File: src/common/tsm_pkg.sv
// constants, states and carriers shared by the measurement sequencer
package tsm_pkg;
  // clock and conversion timing (times in ns)
  localparam int CLK_PERIOD_NS = 20;
  localparam int T_CONV_INT_NS = 712000;
  localparam int T_CONV_EXT_NS = 1510000;
  localparam int CONV_INT_CYC  = (T_CONV_INT_NS + CLK_PERIOD_NS - 1) / CLK_PERIOD_NS;
  localparam int CONV_EXT_CYC  = (T_CONV_EXT_NS + CLK_PERIOD_NS - 1) / CLK_PERIOD_NS;
  localparam int AVG_SAMPLES_DEF = 16;
  // register offsets
  localparam logic [7:0] ADDR_IRQ_TEMP  = 8'h00;
  localparam logic [7:0] ADDR_INT_SUP_LO = 8'h03;
  localparam logic [7:0] ADDR_EXT_LO    = 8'h04;
  localparam logic [7:0] ADDR_SUP_HI    = 8'h06;
  localparam logic [7:0] ADDR_INT_HI    = 8'h07;
  localparam logic [7:0] ADDR_EXT_HI    = 8'h08;
  localparam logic [7:0] ADDR_IRQ_SUP   = 8'h10;
  localparam logic [7:0] ADDR_MEAS_CTRL = 8'h19;
  // measurement_control fields and reset value
  localparam int CTRL_SEL_BIT0  = 0;
  localparam int CTRL_SEL_BIT1  = 1;
  localparam int CTRL_SINGLE    = 4;
  localparam int CTRL_AVG_OFF   = 5;
  localparam logic [7:0] CTRL_RESET = 8'h00;
  // low-bit positions inside the shared low-bits registers
  localparam int SUP_LSB_POS = 0;
  localparam int INT_LSB_POS = 6;
  localparam int EXT_LSB_POS = 6;
  // flag positions
  localparam int FLG_INT_HIGH = 0;
  localparam int FLG_INT_LOW  = 1;
  localparam int FLG_EXT_HIGH = 2;
  localparam int FLG_EXT_LOW  = 3;
  localparam int FLG_SUP_HIGH = 0;
  localparam int FLG_SUP_LOW  = 1;
  // mask bit positions
  localparam int MSK_INT = 0;
  localparam int MSK_EXT = 1;
  localparam int MSK_SUP = 2;
  // +127 degrees in quarter-degree steps
  localparam logic signed [11:0] TEMP_SAT_Q = 12'h1FC;

  typedef enum logic [1:0] {
    ST_IDLE  = 2'b00,
    ST_CONV  = 2'b01,
    ST_STORE = 2'b10
  } tsm_state_type;

  typedef enum logic [1:0] {
    CH_SUPPLY = 2'b00,
    CH_INT    = 2'b01,
    CH_EXT    = 2'b10
  } tsm_chan_type;

  typedef struct packed {
    logic [9:0] high;
    logic [9:0] low;
  } tsm_limits_type;

  typedef struct packed {
    logic       rd;
    logic       wr;
    logic [7:0] addr;
    logic [7:0] wdata;
  } tsm_reg_req_type;
endpackage

File: src/tsm_limit_cmp.sv
// window comparator: result against high and low limits
`timescale 1ns/1ns
`default_nettype none
module tsm_limit_cmp
  import tsm_pkg::*;
(
  // operands
  input  wire logic           [9:0] value,
  input  wire tsm_limits_type       limits,
  input  wire logic                 is_signed,
  // results
  output logic                      above,
  output logic                      below
);
  // strictly outside the window counts as out of limit
  always_comb begin
    if (is_signed) begin
      above = $signed(value) > $signed(limits.high);
      below = $signed(value) < $signed(limits.low);
    end else begin
      above = value > limits.high;
      below = value < limits.low;
    end
  end
endmodule // tsm_limit_cmp
`default_nettype wire

File: src/tsm_sequencer.sv
// measurement sequencer: channel stepping, averaging, limits, thermal output
`timescale 1ns/1ns
`default_nettype none
module tsm_sequencer
  import tsm_pkg::*;
#(
  parameter int CONV_INT_CYCLES = CONV_INT_CYC,
  parameter int CONV_EXT_CYCLES = CONV_EXT_CYC,
  parameter int AVG_SAMPLES     = AVG_SAMPLES_DEF
) (
  // clock and reset
  input  wire logic                  clk,
  input  wire logic                  rst,
  // register port
  input  wire tsm_reg_req_type       reg_req,
  output logic               [7:0]   reg_rdata,
  // serial transfer in progress
  input  wire logic                  serial_busy,
  // loose configuration
  input  wire logic                  monitor_en,
  input  wire logic                  alert_active_high,
  input  wire logic          [2:0]   irq_mask,
  input  wire tsm_limits_type        int_limits,
  input  wire tsm_limits_type        ext_limits,
  input  wire tsm_limits_type        sup_limits,
  // thermal voltage output setup
  input  wire logic          [1:0]   tvo_enable,
  input  wire logic                  tvo_ten_bit,
  input  wire logic          [7:0]   int_tvo_offset,
  input  wire logic          [7:0]   ext_tvo_offset,
  // converter
  input  wire logic          [9:0]   adc_data,
  output logic               [1:0]   adc_chan,
  output logic                       adc_sample,
  output logic                       adc_reset,
  // outputs
  output logic                       alert,
  output logic               [9:0]   dac_int_code,
  output logic               [9:0]   dac_ext_code,
  output logic               [1:0]   dac_update
);
  localparam int AVG_LOG2 = $clog2(AVG_SAMPLES);
  localparam int ACC_W    = 10 + AVG_LOG2;
  localparam int CNT_W    = $clog2(CONV_EXT_CYCLES > CONV_INT_CYCLES ?
                                   CONV_EXT_CYCLES : CONV_INT_CYCLES) + 1;

  if (AVG_SAMPLES < 2 || AVG_SAMPLES > 64 || (AVG_SAMPLES & (AVG_SAMPLES - 1)) != 0 ||
      CONV_INT_CYCLES < 1 || CONV_EXT_CYCLES < 1) begin : g_bad_param
    $error("tsm_sequencer: unsupported parameter values");
  end

  // selected single channel from the select bits
  function automatic logic [1:0] sel_chan(input logic [7:0] ctrl);
    sel_chan = ctrl[CTRL_SEL_BIT1] ? 2'(CH_EXT) : {1'b0, ctrl[CTRL_SEL_BIT0]};
  endfunction

  // temperature to thermal output code
  function automatic logic [9:0] tvo_map(input logic [9:0] t, input logic [7:0] off,
                                         input logic ten);
    logic signed [11:0] tc;
    logic signed [11:0] d;
    tc = {{2{t[9]}}, t};
    if (tc > TEMP_SAT_Q) tc = TEMP_SAT_Q;
    d = tc - {{2{off[7]}}, off, 2'b00};
    if (d < 0) tvo_map = 10'h000;
    else if (ten) tvo_map = d[9:0];
    else tvo_map = {2'b00, d[9:2]};
  endfunction

  // sequencer state
  tsm_state_type            state, next_state;
  logic [1:0]               chan, next_chan;               // channel in conversion
  logic [CNT_W-1:0]         cnt, next_cnt;                 // cycles within a conversion
  logic [AVG_LOG2-1:0]      nsamp, next_nsamp;             // samples taken so far
  logic signed [ACC_W-1:0]  acc, next_acc;                 // running sum
  logic [9:0]               result, next_result;           // averaged value to store
  logic                     sample_q, next_sample_q;
  // registers and outputs
  logic [7:0]               ctrl, next_ctrl;               // measurement_control
  logic [7:0]               irq_temp, next_irq_temp;       // irq_flags_temperature
  logic [7:0]               irq_sup, next_irq_sup;         // irq_flags_supply
  logic [7:0]               low_is, next_low_is;           // internal_temp_supply_low_bits
  logic [7:0]               low_ext, next_low_ext;
  logic [7:0]               sup_hi, next_sup_hi;           // supply_value_high_bits
  logic [7:0]               int_hi, next_int_hi;
  logic [7:0]               ext_hi, next_ext_hi;
  logic [7:0]               next_rdata;
  logic                     next_alert;
  logic [9:0]               next_dac_int, next_dac_ext;
  logic [1:0]               next_dac_upd;
  // datapath helpers
  logic [CNT_W-1:0]         conv_last_cnt;
  logic signed [ACC_W-1:0]  sample_ext;
  logic signed [ACC_W-1:0]  sum_now;
  logic                     samp_last;
  tsm_limits_type           cur_limits;
  logic                     is_above, is_below;

  // limits of the channel just measured
  always_comb begin
    if (chan == CH_INT) cur_limits = int_limits;
    else if (chan == CH_EXT) cur_limits = ext_limits;
    else cur_limits = sup_limits;
  end

  tsm_limit_cmp u_cmp (
    .value     (result),
    .limits    (cur_limits),
    .is_signed (chan != CH_SUPPLY),
    .above     (is_above),
    .below     (is_below)
  );

  // conversion length per channel
  assign conv_last_cnt = (chan == CH_EXT) ? CNT_W'(CONV_EXT_CYCLES - 1)
                                          : CNT_W'(CONV_INT_CYCLES - 1);
  // temperatures sign-extend, supply is unsigned
  assign sample_ext = (chan == CH_SUPPLY) ? ACC_W'({1'b0, adc_data})
                                          : ACC_W'($signed(adc_data));
  assign sum_now    = acc + sample_ext;
  assign samp_last  = ctrl[CTRL_AVG_OFF] || (nsamp == AVG_LOG2'(AVG_SAMPLES - 1));

  // sequencer next state
  always_comb begin
    next_state    = state;
    next_chan     = chan;
    next_cnt      = cnt;
    next_nsamp    = nsamp;
    next_acc      = acc;
    next_result   = result;
    next_sample_q = 1'b0;
    case (state)
      ST_IDLE: begin
        // start on the proper channel
        next_chan  = ctrl[CTRL_SINGLE] ? sel_chan(ctrl) : 2'(CH_SUPPLY);
        next_cnt   = '0;
        next_nsamp = '0;
        next_acc   = '0;
        if (monitor_en) next_state = ST_CONV;
      end
      ST_CONV: begin
        if (cnt == conv_last_cnt) begin
          // one conversion done: accumulate
          next_sample_q = 1'b1;
          next_cnt      = '0;
          if (samp_last) begin
            next_result = ctrl[CTRL_AVG_OFF] ? adc_data : sum_now[AVG_LOG2 +: 10];
            next_state  = ST_STORE;
          end else begin
            next_acc   = sum_now;
            next_nsamp = nsamp + 1'b1;
          end
        end else begin
          next_cnt = cnt + 1'b1;
        end
      end
      ST_STORE: begin
        // choose the next channel and start again
        next_acc   = '0;
        next_nsamp = '0;
        next_cnt   = '0;
        next_state = monitor_en ? ST_CONV : ST_IDLE;
        if (ctrl[CTRL_SINGLE]) next_chan = sel_chan(ctrl);
        else if (chan == CH_SUPPLY) next_chan = CH_INT;
        else if (chan == CH_INT) next_chan = CH_EXT;
        else next_chan = CH_SUPPLY;
      end
      default: next_state = ST_IDLE;
    endcase
    // serial activity aborts whatever runs
    if (serial_busy || !monitor_en) next_state = ST_IDLE;
  end

  // sequencer registers
  always_ff @(posedge clk) begin
    if (rst) begin
      state    <= ST_IDLE;
      chan     <= CH_SUPPLY;
      cnt      <= '0;
      nsamp    <= '0;
      acc      <= '0;
      result   <= 10'h000;
      sample_q <= 1'b0;
    end else begin
      state    <= next_state;
      chan     <= next_chan;
      cnt      <= next_cnt;
      nsamp    <= next_nsamp;
      acc      <= next_acc;
      result   <= next_result;
      sample_q <= next_sample_q;
    end
  end

  // register file, flags, alert and thermal output
  always_comb begin
    logic store_ok;
    store_ok     = (state == ST_STORE) && !serial_busy;
    next_ctrl    = ctrl;
    next_irq_temp = irq_temp;
    next_irq_sup = irq_sup;
    next_low_is  = low_is;
    next_low_ext = low_ext;
    next_sup_hi  = sup_hi;
    next_int_hi  = int_hi;
    next_ext_hi  = ext_hi;
    next_dac_int = dac_int_code;
    next_dac_ext = dac_ext_code;
    next_dac_upd = 2'b00;
    next_rdata   = reg_rdata;
    // software write
    if (reg_req.wr && reg_req.addr == ADDR_MEAS_CTRL) next_ctrl = reg_req.wdata;
    // read clears a flag register before new events land
    if (reg_req.rd && reg_req.addr == ADDR_IRQ_TEMP) next_irq_temp = 8'h00;
    if (reg_req.rd && reg_req.addr == ADDR_IRQ_SUP) next_irq_sup = 8'h00;
    // store one result: all its bytes in this cycle
    if (store_ok) begin
      if (chan == CH_SUPPLY) begin
        next_low_is[SUP_LSB_POS +: 2] = result[1:0];
        next_sup_hi = result[9:2];
        if (!irq_mask[MSK_SUP]) begin
          if (is_above) next_irq_sup[FLG_SUP_HIGH] = 1'b1;
          if (is_below) next_irq_sup[FLG_SUP_LOW] = 1'b1;
        end
      end else if (chan == CH_INT) begin
        next_low_is[INT_LSB_POS +: 2] = result[1:0];
        next_int_hi = result[9:2];
        if (!irq_mask[MSK_INT]) begin
          if (is_above) next_irq_temp[FLG_INT_HIGH] = 1'b1;
          if (is_below) next_irq_temp[FLG_INT_LOW] = 1'b1;
        end
        if (tvo_enable[0]) begin
          next_dac_int    = tvo_map(result, int_tvo_offset, tvo_ten_bit);
          next_dac_upd[0] = 1'b1;
        end
      end else begin
        next_low_ext[EXT_LSB_POS +: 2] = result[1:0];
        next_ext_hi = result[9:2];
        if (!irq_mask[MSK_EXT]) begin
          if (is_above) next_irq_temp[FLG_EXT_HIGH] = 1'b1;
          if (is_below) next_irq_temp[FLG_EXT_LOW] = 1'b1;
        end
        if (tvo_enable[1]) begin
          next_dac_ext    = tvo_map(result, ext_tvo_offset, tvo_ten_bit);
          next_dac_upd[1] = 1'b1;
        end
      end
    end
    // alert follows the stored flags
    next_alert = ((|irq_temp) || (|irq_sup)) ? alert_active_high : !alert_active_high;
    // read data, unmapped reads zero
    if (reg_req.rd) begin
      if (reg_req.addr == ADDR_IRQ_TEMP) next_rdata = irq_temp;
      else if (reg_req.addr == ADDR_INT_SUP_LO) next_rdata = low_is;
      else if (reg_req.addr == ADDR_EXT_LO) next_rdata = low_ext;
      else if (reg_req.addr == ADDR_SUP_HI) next_rdata = sup_hi;
      else if (reg_req.addr == ADDR_INT_HI) next_rdata = int_hi;
      else if (reg_req.addr == ADDR_EXT_HI) next_rdata = ext_hi;
      else if (reg_req.addr == ADDR_IRQ_SUP) next_rdata = irq_sup;
      else if (reg_req.addr == ADDR_MEAS_CTRL) next_rdata = ctrl;
      else next_rdata = 8'h00;
    end
  end

  // register file registers
  always_ff @(posedge clk) begin
    if (rst) begin
      ctrl         <= CTRL_RESET;
      irq_temp     <= 8'h00;
      irq_sup      <= 8'h00;
      low_is       <= 8'h00;
      low_ext      <= 8'h00;
      sup_hi       <= 8'h00;
      int_hi       <= 8'h00;
      ext_hi       <= 8'h00;
      reg_rdata    <= 8'h00;
      alert        <= 1'b0;
      dac_int_code <= 10'h000;
      dac_ext_code <= 10'h000;
      dac_update   <= 2'b00;
      adc_chan     <= 2'b00;
      adc_sample   <= 1'b0;
      adc_reset    <= 1'b1;
    end else begin
      ctrl         <= next_ctrl;
      irq_temp     <= next_irq_temp;
      irq_sup      <= next_irq_sup;
      low_is       <= next_low_is;
      low_ext      <= next_low_ext;
      sup_hi       <= next_sup_hi;
      int_hi       <= next_int_hi;
      ext_hi       <= next_ext_hi;
      reg_rdata    <= next_rdata;
      alert        <= next_alert;
      dac_int_code <= next_dac_int;
      dac_ext_code <= next_dac_ext;
      dac_update   <= next_dac_upd;
      adc_chan     <= next_chan;
      adc_sample   <= next_sample_q;
      adc_reset    <= (next_state == ST_IDLE);
    end
  end
endmodule // tsm_sequencer
`default_nettype wire
File: config.mk
export PLATFORM = sky130hd
export DESIGN_NAME = tsm_sequencer
export DESIGN_NICKNAME = d
export VERILOG_FILES = /design/src/common/tsm_pkg.sv /design/src/tsm_limit_cmp.sv /design/src/tsm_sequencer.sv
export SDC_FILE = /design/constraint.sdc
export NUM_CORES = 1
export LEC_CHECK = 0
export BUFFER_PORTS_ARGS = -buffer_cell sky130_fd_sc_hd__buf_2
export CAP_MARGIN = 30
export CORE_AREA = 2 2 107 150
export DETAILED_ROUTE_END_ITERATION = 8
export DIE_AREA = 0 0 109 152
export PLACE_DENSITY = 0.78
export SLEW_MARGIN = 15
export SYNTH_ARGS = -nofsm -noshare
export SYNTH_HDL_FRONTEND = slang
export SYNTH_SLANG_ARGS = --single-unit
export TNS_END_PERCENT = 5
File: constraint.sdc
create_clock -name clk -period 3.9 [get_ports clk]
set_clock_uncertainty 0.2 [all_clocks]
set_input_delay 0.78 -clock clk [delete_from_list [all_inputs] [get_ports clk]]
set_output_delay 0.78 -clock clk [all_outputs]
set_load 0.005 [all_outputs]
==> results of run 1 <==
==> worst max-delay path, stage by stage (launching register included) <==
cell and delay, ns:
dfxtp_2 0.64, mux2_2 0.39, o21ai_0 0.23, ha_1 0.30, a21o_1 0.16, a21o_1 0.16, a2111oi_0 0.67, xnor2_1 0.19
a32o_1 0.28
==> final timing paths <==
kind	to	from	slack [ns]
worst max-delay path	irq_temp[2]	adc_chan[1]	0.56
worst min-delay path	dac_ext_code[5]	dac_ext_code[5]	0.25
worst max register to register	irq_temp[2]	adc_chan[1]	0.56
worst min register to register	dac_ext_code[5]	dac_ext_code[5]	0.25
==> per-stage QoR <==
step / instances / total power, mW / cell area [um2]
finish: 1376 / 3.25 / 9710
global route: 1376 / 3.34 / 9710
CTS: 1376 / 3.26 / 9710
detailed placement: 1344 / 1.58 / 9090
global placement: 1344 / 1.58 / 9090
floorplan: 1050 / 1.48 / 8250
==> report_power, final <==
group / total, mW / internal [mW] / switching (mW)
sequential: 1.30 / 1.30 / 0.00254
combinational: 0.251 / 0.108 / 0.143
clock: 1.69 / 1.02 / 0.667
total: 3.25 / 2.43 / 0.813
==> state kept, by name, indices dropped and copies added, names as in the netlist, 4 cells and up <==
signal        count
acc              14
cnt              18
ctrl              8
dac_ext_code     10
dac_int_code     10
ext_hi            8
int_hi            8
irq_temp          4
low_is            4
nsamp             4
reg_rdata         8
result           10
sup_hi            8
==> cells by family after synthesis <==
logic type	count (synthesis)
buffers and inverters	107
DFF	127
xor gates and xnor gates	17
muxes	53
adders and majority gates	53
and+or+nand+nor	394
AOI/OAI and AO/OA	299
==> cell type report <==
type                    instances  area [um2]
clock inverters                15         198
fillers                      1328        5630
flip-flops and latches        127        2540
multi-input cells             816        5290
repair buffers                163         851
clock buffers                  17         425
well taps                     196         245
inverters                      42         158
==> cell usage in the layout, fill, tap and decap left out, drive strengths merged, types with 5 or more instances in the layout <==
cell,n
xor2,8
xnor2,9
a21oi,100
or3,17
nand4,13
o31ai,5
a32oi,5
nand2,143
a211oi,14
o21ai,62
nand3,37
nand4b,5
o21a,7
nor2,70
and2,6
nand3b,5
mux2i,31
nor3b,8
mux2,22
a31oi,11
dfxtp,127
o2111ai,5
or2,5
clkbuf,17
nor2b,18
nor3,26
a22o,16
and3,16
o211ai,8
a21o,14
buf,163
inv,49
ha,50
nor4,8
==> routing by layer <==
layer  up-vias  track usage, %
met3        70            5.36
li1       4073               -
met1      3779            31.8
met2       252            50.2
met4         0            15.1
met5         -               0
==> results.md, run 1 <==
Synthesis:
- The adder and majority gate portion of the synthesized area is roughly 8.3%.
- The post-synthesis compound-gate area fraction is 23.5%.
- The biggest area consumer among synthesized cells is dfxtp_1.
- The number of standard cells after synthesis is 1050.
- The fraction of the mapped netlist area in simple logic gates is between 20% and 30%.
- The mapped netlist covers 8250 um2.
- The count of distinct cell types in the synthesized netlist is just over 80.
- The synthesized design contains 0 enable-type register cells.
- For this run, the register share of the synthesized area comes to 30.8%.
- The dominant synthesized flop cell is dfxtp_1.
- In this run, synthesis produced a sequential element count of roughly 130.
- Measured against the total synthesized area, the mux share comes to under 10%.
- After Yosys synthesis, XOR and XNOR cells account for 1.80% of the synthesized area.
- The total nets after synthesis is approximately 1200.
- A synthesized cell averages between 7 and 8 um2.
- The commonest cells after synthesis are nand2_1, dfxtp_1, a21oi_1.
- The fraction of synthesis flops using an asynchronous set or reset pin is 0%.
- After synthesis, the cell types taking the most area are dfxtp_1, ha_1, nand2_1, a21oi_1, mux2i_1.
- The share of Yosys cell area claimed by the top area cell type is 30.8%.
- By area, the combinational part of the netlist is dominated by simple AND/OR/NAND/NOR gates.
- The most frequently used cell type in the post-synthesis netlist is nand2_1.
- During synthesis, Yosys emitted a total of 0 warnings.

Clock network:
- In this run, post-CTS hold repair placed 0 buffers.
- Clock tree synthesis found a total of 127 sinks.
- In this run the post-CTS setup repair buffer count came out at 0.
- The clock tree from TritonCTS is built.
- The number of H-tree levels is 4.
- The number of buffers inserted during clock tree synthesis is 17.
- No sink is reached through more buffers than the 2 on the longest clock path.
- The clock reaches the later pin of the worst-skew pair after between 0.4 and 0.5 ns.
- The clock transition time at the flip-flop clock pins of the worst setup and hold paths is roughly 0.060 ns.
- The number of resized instances in the post-cts repair step is 0.
- The buffer cell driving the clock tree root is clkbuf_16.

Timing:
- Measured against its own limit, the worst slew margin works out to between 40% and 50%.
- The slew at the pin closest to its max-slew limit is just under 0.9 ns.
- The final cycle utilization of the critical path is between 80 and 90%.
- The number of failing setup endpoints in the final timing report is 0.
- Final hold analysis gives a worst-case slack of around 0.25 ns.
- Setup repair after global routing left no endpoint under its margin.
- The count of final hold-check violations is 0.
- The accumulated negative setup slack is 0 ns.
- The number of max-slew violations in the final report is 0.
- The clock period minus worst slack is roughly 3.3 ns.
- The worst path meets setup with 0.557 ns of slack.
- The achievable clock frequency is between 200 and 300 MHz.

Detailed routing:
- The post-route antenna net violation count is 0.
- In the routed design, unresolved DRC markers number 0.
- For this run, the detailed router's first-pass iteration total came to 6.
- The mean number of vias per cell is slightly below 6.
- The met2 routed wirelength is 11800 um.
- The total length of routed met3 wires is ~1200 um.
- The detailed router put a total of roughly 9100 um of wire on met1.
- The initial detailed-routing violation count is 500.
- The routed length per instance is ~17 um.
- For this block, the routed nets add up to between 20000 and 25000 um of wire.
- The total vias in the final route is 8174.
- In this run the top signal layer used is met4.

Run status:
- The run finished with clean final reports.

Layout:
- The layout overhead on the synthesized area is 17.7%.
- For this run, the share of the core covered by cells in the final layout is a little over three fifths.
- At the end of the flow, the number of nets in the layout was approximately 1300.
- The antenna diode count is 0.
- Cells with a size suffix above 1 make up 19.7% of the layout.

Floorplan:
- 150 I/O pins were placed.
- The initial utilization of the core area, before any placement, comes to between 50% and 60%.
- The floorplan has 54 rows.
- The die covers between 15000 and 20000 um2.
- The floorplan step set the die height to 152 um.
- The core region is approximately 15000 um2.
- The die is ~110 um wide.

Worst hold path:
- The path class of the tightest hold or removal check is reg2reg.
- The cell count of the worst hold path is 2.

Placed design:
- The pre-CTS worst setup slack is between 0.4 and 0.5 ns.
- The number of input and output port buffers inserted is around 150.
- The placed wire-length estimate after detailed placement is around 17000 um.
- The routability congestion estimate from global placement is about 0.92.

Run:
- The number of violations of the max-capacitance limit is 0.

Power:
- The largest voltage drop on the vdd net is just over 0.3 mV.
- Summed over all cells, the static leakage comes to 4.00 nW.
- The power density of the placed cells is between 300 and 400 nW/um2.

GRT:
- The aggregate global-route resource usage is ~29%.
- The initial antenna violation count is 0.
- The first global-routing pass estimated 37600 um of wire.
- The largest net degree at the start of global routing is 66.
- Summed over all layers, the global routing overflow is 0.
- The via count of the first global-routing pass is around 7900.

Worst setup path:
- For the worst setup path, the data required time is about 4 ns.
- The worst setup path is captured at a flip-flop.
- The critical path is of the reg2reg type.
- The data arrival at the endpoint of the critical path is ~3.5 ns.
- The critical-path maximum fanout is 18.
- The worst reg2reg path depth is 8.
- The worst setup path is launched from a flip-flop.
(Power assumes the default switching activity.)
==> inputs of run 2 (changes only) <==
Settings changed: CORE_AREA 2 2 107 150 to 2 2 133 187, CTS_CLUSTER_SIZE set to 12, DIE_AREA 0 0 109 152 to 0 0 135 189, PLACE_DENSITY 0.78 to unset.
Clock period 3.9 ns to 3.88 ns, I/O delays scaled along.
==> run 2 against run 1 <==
Net effect: largest power group unchanged; via count is 0.62% higher; final area is 2.0% higher; setup slack worse by 0.021 ns; clock power is 3% higher; critical path depth is 1 higher; combinational power is 4% higher.
==> results.md, run 2 (synthesized netlist as in run 1, its figures left out) <==
Run status:
- The run finished with clean final reports.

Worst setup path:
- The type of destination of the critical path is a flip-flop.
- The required arrival time at the worst endpoint came to 4.00 ns (-0.03 ns).
- The critical-path maximum fanout came to 20 (+2).
- The most prevalent standard cell on the critical path is a21oi_1.
- The biggest cell delay along the critical path is 0.68 ns (about the same).
- The largest individual stage delay along the critical path comes from the cell dfxtp_2.
- Walking the worst path, the cells encountered are mux2_2 > o21ai_0 > ha_1 > a21o_1 > a21oi_1 > a21oi_1 > a2111oi_0 > xnor2_1 > a32o_1.
- The data arrival at the endpoint of the critical path came to 3.46 ns (about the same).
- STA classifies the critical path startpoint as a flip-flop.
- The worst setup path is of the reg2reg kind.

Clock network:
- The clock network latency to the later pin of the worst-skew pair came to 0.43 ns (about the same).
- The buffer depth of the longest clock path is 2 (unchanged).
- The number of sinks handled by clock tree synthesis is 127 (unchanged).
- The number of buffers added for setup after CTS is 0 (unchanged).
- The number of resized instances in the post-cts repair step is 0 (unchanged).
- The clock transition time at the flip-flop clock pins of the worst setup and hold paths is 0.06 ns (about the same).
- TritonCTS built the clock tree.
- In this run the clock root is driven by a clkbuf_16.
- The number of buffers inserted during clock tree synthesis was 17 (unchanged).
- The number of H-tree levels is 4 (unchanged).
- The number of buffers inserted for hold repair after clock tree synthesis was 0 (unchanged).

Worst hold path:
- The worst hold path belongs to the class reg2reg.

Detailed routing:
- The initial detailed-routing violation count is 385 (-23%).
- The aggregate routed wire length is 25700 um (+11%).
- The post-route antenna net violation count came to 0 (unchanged).
- The routed length per instance is 17.2 um (+2.1%).
- The number of optimization iterations in the first detailed-route pass was 5 (-1).
- The mean number of vias per cell is 5.51 (-7.3%).
- The total vias in the final route came to 8225 (+0.62%).
- The remaining routing DRC violations came to 0 (unchanged).

Placed design:
- The routability congestion estimate from global placement is 0.970 (+5.3%).
- The number of input and output port buffers inserted was 149 (unchanged).
- The placed wire-length estimate after detailed placement came to 19500 um (+12%).
- The pre-CTS worst setup slack is 0.427 ns (-0.0237 ns).

Floorplan:
- The standard-cell row count is 67 (+24%).
- The core footprint is 23800 um2 (+55%).
- The die extent in y is 189 um (+24%).
- The floorplan die area is 25500 um2 (+54%).
- The die span in x is 135 um (+24%).
- The starting utilization of the core area came to 34.7% (-19 points).
- The top-level port count is 150 (unchanged).

Timing:
- Setup repair after global routing left no endpoint under its margin.
- The count of final hold-check violations is 0 (unchanged).
- The minimum setup slack in the final design is 0.536 ns (-0.0211 ns).
- The slew at the pin closest to its max-slew limit is 0.808 ns (-0.0614 ns).
- The final cycle utilization of the critical path is 86.2% (+0.47 points).
- The achievable clock frequency was 299 MHz (about the same).
- The tightest slew margin relative to the limit is 46.1% (+4.0 points).
- The worst hold margin is 0.242 ns (-0.00596 ns).
- The accumulated negative setup slack was 0 ns (unchanged).
- The number of max-slew violations in the final report is 0 (unchanged).
- The clock period minus worst slack is 3.34 ns (+0.00114 ns).
- The number of failing setup endpoints in the final timing report is 0 (unchanged).

GRT:
- The global-route wire length before repair came to 41300 um (+9.9%).
- The aggregate global-route resource usage came to 20.4% (-8.1 points).
- The largest net degree at the start of global routing is 46 (-30%).
- The global-route congestion overflow total is 0 (unchanged).
- The via count of the first global-routing pass is 7904 (+0.24%).
- The initial antenna violation count was 1 (+1).

Layout:
- The fraction of layout instances using a drive strength above 1 came to 19.9% (+0.27 points).
- The number of nets in the layout is 1339 (+0.30%).
- The commonest non-fill, non-tap cell in the layout is buf_2.
- The count of fill cells added during filler insertion was 2455 (+85%).
- The largest registers in the layout are cnt x18, acc x14.
- The register with the most flip-flops is cnt.
- The flip-flop count of the largest register after layout was 18 (unchanged).
- The antenna diode count came to 0 (unchanged).
- Leaving out fill and tap cells, the most frequent cells in the layout are buf_2, nand2_1, dfxtp_1.
- The area growth from synthesis to layout is 20.1%.

Power:
- The part of the power in combinational logic came to 7.9% (+0.2 points).
- The share of total power in sequential cells is 39.6% (-0.5 points).
- The switching share of power is 23.7% (-1.4 points).
- The cell-internal power is 2.53 mW (+3.9%).
- The net load switching power is 0.783 mW (-3.7%).
- The clock power share is 52.6% (+0.5 points).
- The static power due to leakage is 4.03 nW (+0.71%).
- The sum of internal, switching and leakage power is 3.31 mW (+2.0%).
- The largest voltage drop on the vdd net is 0.306 mV (-0.85%).
- The power density of the placed cells is 334 nW/um2 (about the same).

Run:
- The number of violations of the max-capacitance limit is 0 (unchanged).
==> run 2: path summary, 6_finish.rpt <==
| path | depth (start not counted) | from | endpoint | slack [ns] |
|---|---|---|---|---|
| worst max-delay path | 9 | adc_chan[1] | irq_temp[2] | 0.54 |
| worst min-delay path | 2 | dac_ext_code[4] | dac_ext_code[4] | 0.24 |
| worst max register to register | 9 | adc_chan[1] | irq_temp[2] | 0.54 |
| worst min register to register | 2 | dac_ext_code[4] | dac_ext_code[4] | 0.24 |
==> run 2: metal layers <==
| layer | routed length, um | track usage (%) | share of wire, % |
|---|---|---|---|
| met1 | 10700 | 24.2 | 42 |
| met2 | 12800 | 35.7 | 50 |
| met3 | 1390 | 4.23 | 5.4 |
| met4 | 799 | 8.29 | 3.1 |
| met5 | 11 | 0 | 0.043 |
==> run 2: cell type report <==
type	count	area [um2]	area share [%]
clock inverter	13	184	1.86
inverter	42	158	1.59
sequential	127	2540	25.7
tap	310	388	3.91
timing repair buffer	167	893	9.01
clock buffer	19	453	4.57
multi-input combinational	816	5290	53.4
==> run 2: power by group through the flow <==
stage               Clock (mW)  Combinational, mW  Sequential (mW)
floorplan                    0              0.146             1.34
global placement             0              0.258             1.34
detailed placement           0              0.260             1.34
CTS                       1.77              0.261             1.31
global route              1.83              0.290             1.31
finish                    1.74              0.261             1.31
==> run 2: through the flow <==
stage / cells / cell area (um2) / utilization [%]
final: 1494 / 9910 / 41.6
after global routing: 1494 / 9910 / 41.6
after CTS: 1494 / 9910 / 41.6
after detailed placement: 1462 / 9270 / 39.0
after global placement: 1462 / 9270 / 39.0
after floorplan: 1050 / 8250 / -
==> run 2: critical path, delay by kind of cell, from the launching register on <==
family,cells,cell delay (ns)
compound gates,6,1.46
flops,1,0.68
xor+xnor,1,0.20
fa+ha+maj,1,0.30
mux,1,0.40
==> inputs of run 3 (changes only) <==
Settings changed: CORE_AREA 2 2 133 187 to 5 5 136 190, DIE_AREA 0 0 135 189 to 0 0 141 195.
==> run 3 against run 2 <==
Net effect: critical path depth unchanged; count of clock-buffer cells in the layout fell by 1; clock power about the same; die area rose by 7.8%; critical endpoint unchanged; total power increased by 0.76%; sequential share of layout area about the same; setup slack got worse by 0.15 ns; combinational power barely moved.
==> results.md, run 3 (synthesized netlist as in run 1, its figures left out) <==
Detailed routing:
- The aggregate routed wire length is 26200 um (+1.9%).
- The total vias in the final route is 8168 (-0.69%).
- The number of optimization iterations in the first detailed-route pass came to 5 (unchanged).
- The initial detailed-routing violation count is 407 (+5.7%).
- The mean number of vias per cell is 5.46 (-0.76%).
- The post-route antenna net violation count is 0 (unchanged).
- The remaining routing DRC violations is 0 (unchanged).
- The routed length per instance is 17.5 um (+1.9%).

Placed design:
- The routability congestion estimate from global placement was 0.893 (-7.9%).
- The pre-CTS worst setup slack is 0.384 ns (-0.0431 ns).
- The number of input and output port buffers inserted is 149 (unchanged).
- The placed wire-length estimate after detailed placement is 19800 um (+2.0%).

Timing:
- The number of failing setup endpoints in the final timing report is 0 (unchanged).
- Setup repair after global routing left no endpoint under its margin.
- The slew at the pin closest to its max-slew limit is 0.844 ns (+0.0358 ns).
- The final cycle utilization of the critical path is 90.0% (+3.8 points).
- The minimum setup slack in the final design is 0.387 ns (-0.149 ns).
- The count of final hold-check violations is 0 (unchanged).
- The clock period minus worst slack is 3.49 ns (+0.149 ns).
- The achievable clock frequency is 286 MHz (-4.3%).
- The accumulated negative setup slack is 0 ns (unchanged).
- The worst hold margin is 0.244 ns (+0.00133 ns).
- The tightest slew margin relative to the limit came to 43.7% (-2.4 points).
- The number of max-slew violations in the final report came to 0 (unchanged).

Worst setup path:
- The data arrival at the endpoint of the critical path is 3.61 ns (+0.15 ns).
- In this run the critical register-to-register path is launched from adc_chan[1].
- The reg-to-reg setup timing slack came to 0.39 ns (-0.15 ns).
- STA classifies the critical path startpoint as a flip-flop.
- The most prevalent standard cell on the critical path is a21oi_1.
- The capturing point of the worst reg2reg path is irq_temp[2].
- The worst reg2reg path depth is 9 (unchanged).
- The critical path goes through mux2_2 > o21ai_0 > ha_1 > a21o_1 > a21oi_1 > a21oi_1 > a2111oi_0 > xnor2_1 > a32o_1.
- The required arrival time at the worst endpoint is 3.99 ns (about the same).
- Among all stages on the critical path, the largest delay is contributed by dfxtp_2.
- The critical-path maximum fanout is 22 (+10%).
- The worst setup path is captured at a flip-flop.
- The biggest cell delay along the critical path is 0.73 ns (+0.05 ns).
- The critical path is of the reg2reg type.

Clock network:
- The clock transition time at the flip-flop clock pins of the worst setup and hold paths was 0.06 ns (about the same).
- The number of H-tree levels is 4 (unchanged).
- The clock network latency to the later pin of the worst-skew pair is 0.42 ns (about the same).
- The number of buffers inserted during clock tree synthesis is 17 (unchanged).
- The number of resized instances in the post-cts repair step is 0 (unchanged).
- The number of buffers added for setup after CTS is 0 (unchanged).
- The clock tree from TritonCTS is built.
- CTS placed an instance of clkbuf_16 at the clock tree root.
- The buffer depth of the longest clock path was 2 (unchanged).
- The number of buffers inserted for hold repair after clock tree synthesis came to 0 (unchanged).
- The number of sinks handled by clock tree synthesis is 127 (unchanged).

Power:
- The switching share of power is 23.3% (-0.32 points).
- The part of the power in combinational logic is 7.8% (about the same).
- The clock power share came to 52.9% (+0.3 points).
- The cell-internal power came to 2.56 mW (+1.2%).
- The power density of the placed cells is 336 nW/um2 (+0.61%).
- The share of total power in sequential cells is 39.3% (-0.3 points).
- The static power due to leakage came to 4.03 nW (about the same).
- The net load switching power is 0.778 mW (-0.60%).
- The largest voltage drop on the vdd net is 0.321 mV (+4.9%).

Layout:
- The register with the most flip-flops is cnt.
- The fraction of layout instances using a drive strength above 1 is 19.9% (about the same).
- The final standard cell utilization of the core is 41.7% (+0.063 points).
- The flip-flop count of the largest register after layout is 18 (unchanged).
- The library cells used most frequently in the layout, excluding fill and tap cells, are buf_2, nand2_1, dfxtp_1.
- The combined area of the multi-input logic cells was 5290 um2 (unchanged).
- The sequential cell area is 2540 um2 (unchanged).
- The count of fill cells added during filler insertion is 2470 (+0.61%).
- The number of nets in the layout came to 1340 (+0.075%).
- The largest registers in the layout are cnt x18, acc x14.
- Leaving out fill and tap cells, the most frequent cell in the layout is buf_2.
- The antenna diode count came to 0 (unchanged).
- The area growth from synthesis to layout is 20.3%.

Worst hold path:
- The sink of the worst hold path is dac_ext_code[3].
- The cell count of the worst hold path is 2 (unchanged).
- The kind of path behind the tightest hold check is reg2reg.
- The origin of the worst min-delay path is dac_ext_code[3].

Floorplan:
- The starting utilization of the core area is 34.7% (unchanged).
- The core footprint is 23800 um2 (unchanged).
- The standard-cell row count is 67 (unchanged).
- The top-level port count was 150 (unchanged).
- The die span in x is 141 um (+4.4%).
- The die extent in y is 195 um (+3.2%).
- The floorplan die area is 27500 um2 (+7.8%).

GRT:
- The largest net degree at the start of global routing is 44 (-4.3%).
- The via count of the first global-routing pass is 8092 (+2.4%).
- The global-route wire length before repair is 41800 um (+1.1%).
- The aggregate global-route resource usage is 18.8% (-1.6 points).
- The initial antenna violation count is 0 (-1).
- The global-route congestion overflow total came to 0 (unchanged).

Run status:
- The flow ran to the end, and the final reports show no timing, DRC or antenna violations.

Run:
- The number of violations of the max-capacitance limit is 0 (unchanged).
-- run 3: cell count changes in the layout (fill, tap and decap cells not counted), sizes merged --
cell,before,now
clkbuf,19,18
buf,167,168
clkinvlp,3,5
clkinv,4,3
inv,44,43
bufinv,4,5
-- run 3: critical path: cells and delay by family (launching register included) --
kind / cells / cell delay, ns
muxes: 1 / 0.40
DFF: 1 / 0.73
adders and majority gates: 1 / 0.32
AOI/OAI and AO/OA: 6 / 1.51
xor gates and xnor gates: 1 / 0.21
-- run 3: power by group through the flow --
stage / clock [mW] / sequential [mW] / combinational, mW
floorplan: 0 / 1.34 / 0.146
global placement: 0 / 1.34 / 0.257
detailed placement: 0 / 1.34 / 0.260
CTS: 1.80 / 1.31 / 0.262
global route: 1.86 / 1.31 / 0.291
finish: 1.76 / 1.31 / 0.261
-- run 3: per-stage QoR --
stage	cell area [um2]	instances	total power, mW
finish	9930	1495	3.33
global route	9930	1495	3.46
CTS	9930	1495	3.37
detailed placement	9280	1463	1.60
global placement	9280	1463	1.60
floorplan	8250	1050	1.48
-- run 3: how the worst max path moves through the flow --
stage | from | to | slack, ns | cells past startpoint
after floorplan | adc_chan[1] | irq_temp[2] | 0.60 | 11
after global placement | sup_limits[14] | irq_temp[2] | 0.41 | 10
after detailed placement | sup_limits[14] | irq_temp[2] | 0.38 | 10
after CTS | adc_chan[1] | irq_temp[2] | 0.36 | 9
after global routing | adc_chan[1] | irq_temp[2] | 0.11 | 9
final | adc_chan[1] | irq_temp[2] | 0.39 | 9
-- run 3: area by class of cell --
type	instances	share of cell area, %
clock buffers	18	4.32
clock inverters	14	2.17
inverters	42	1.59
multi-input cells	816	53.3
flip-flops and latches	127	25.6
well taps	310	3.91
repair buffers	168	9.08
-- run 3: per-layer routing --
metal  track usage [%]  wire length [um]  vias to the layer above
met5                 0                 0                        -
met4              7.00               631                        0
met3              3.28              1420                       42
met2              33.5             13400                      233
met1              22.5             10800                     3812
li1                  -                 -                     4081
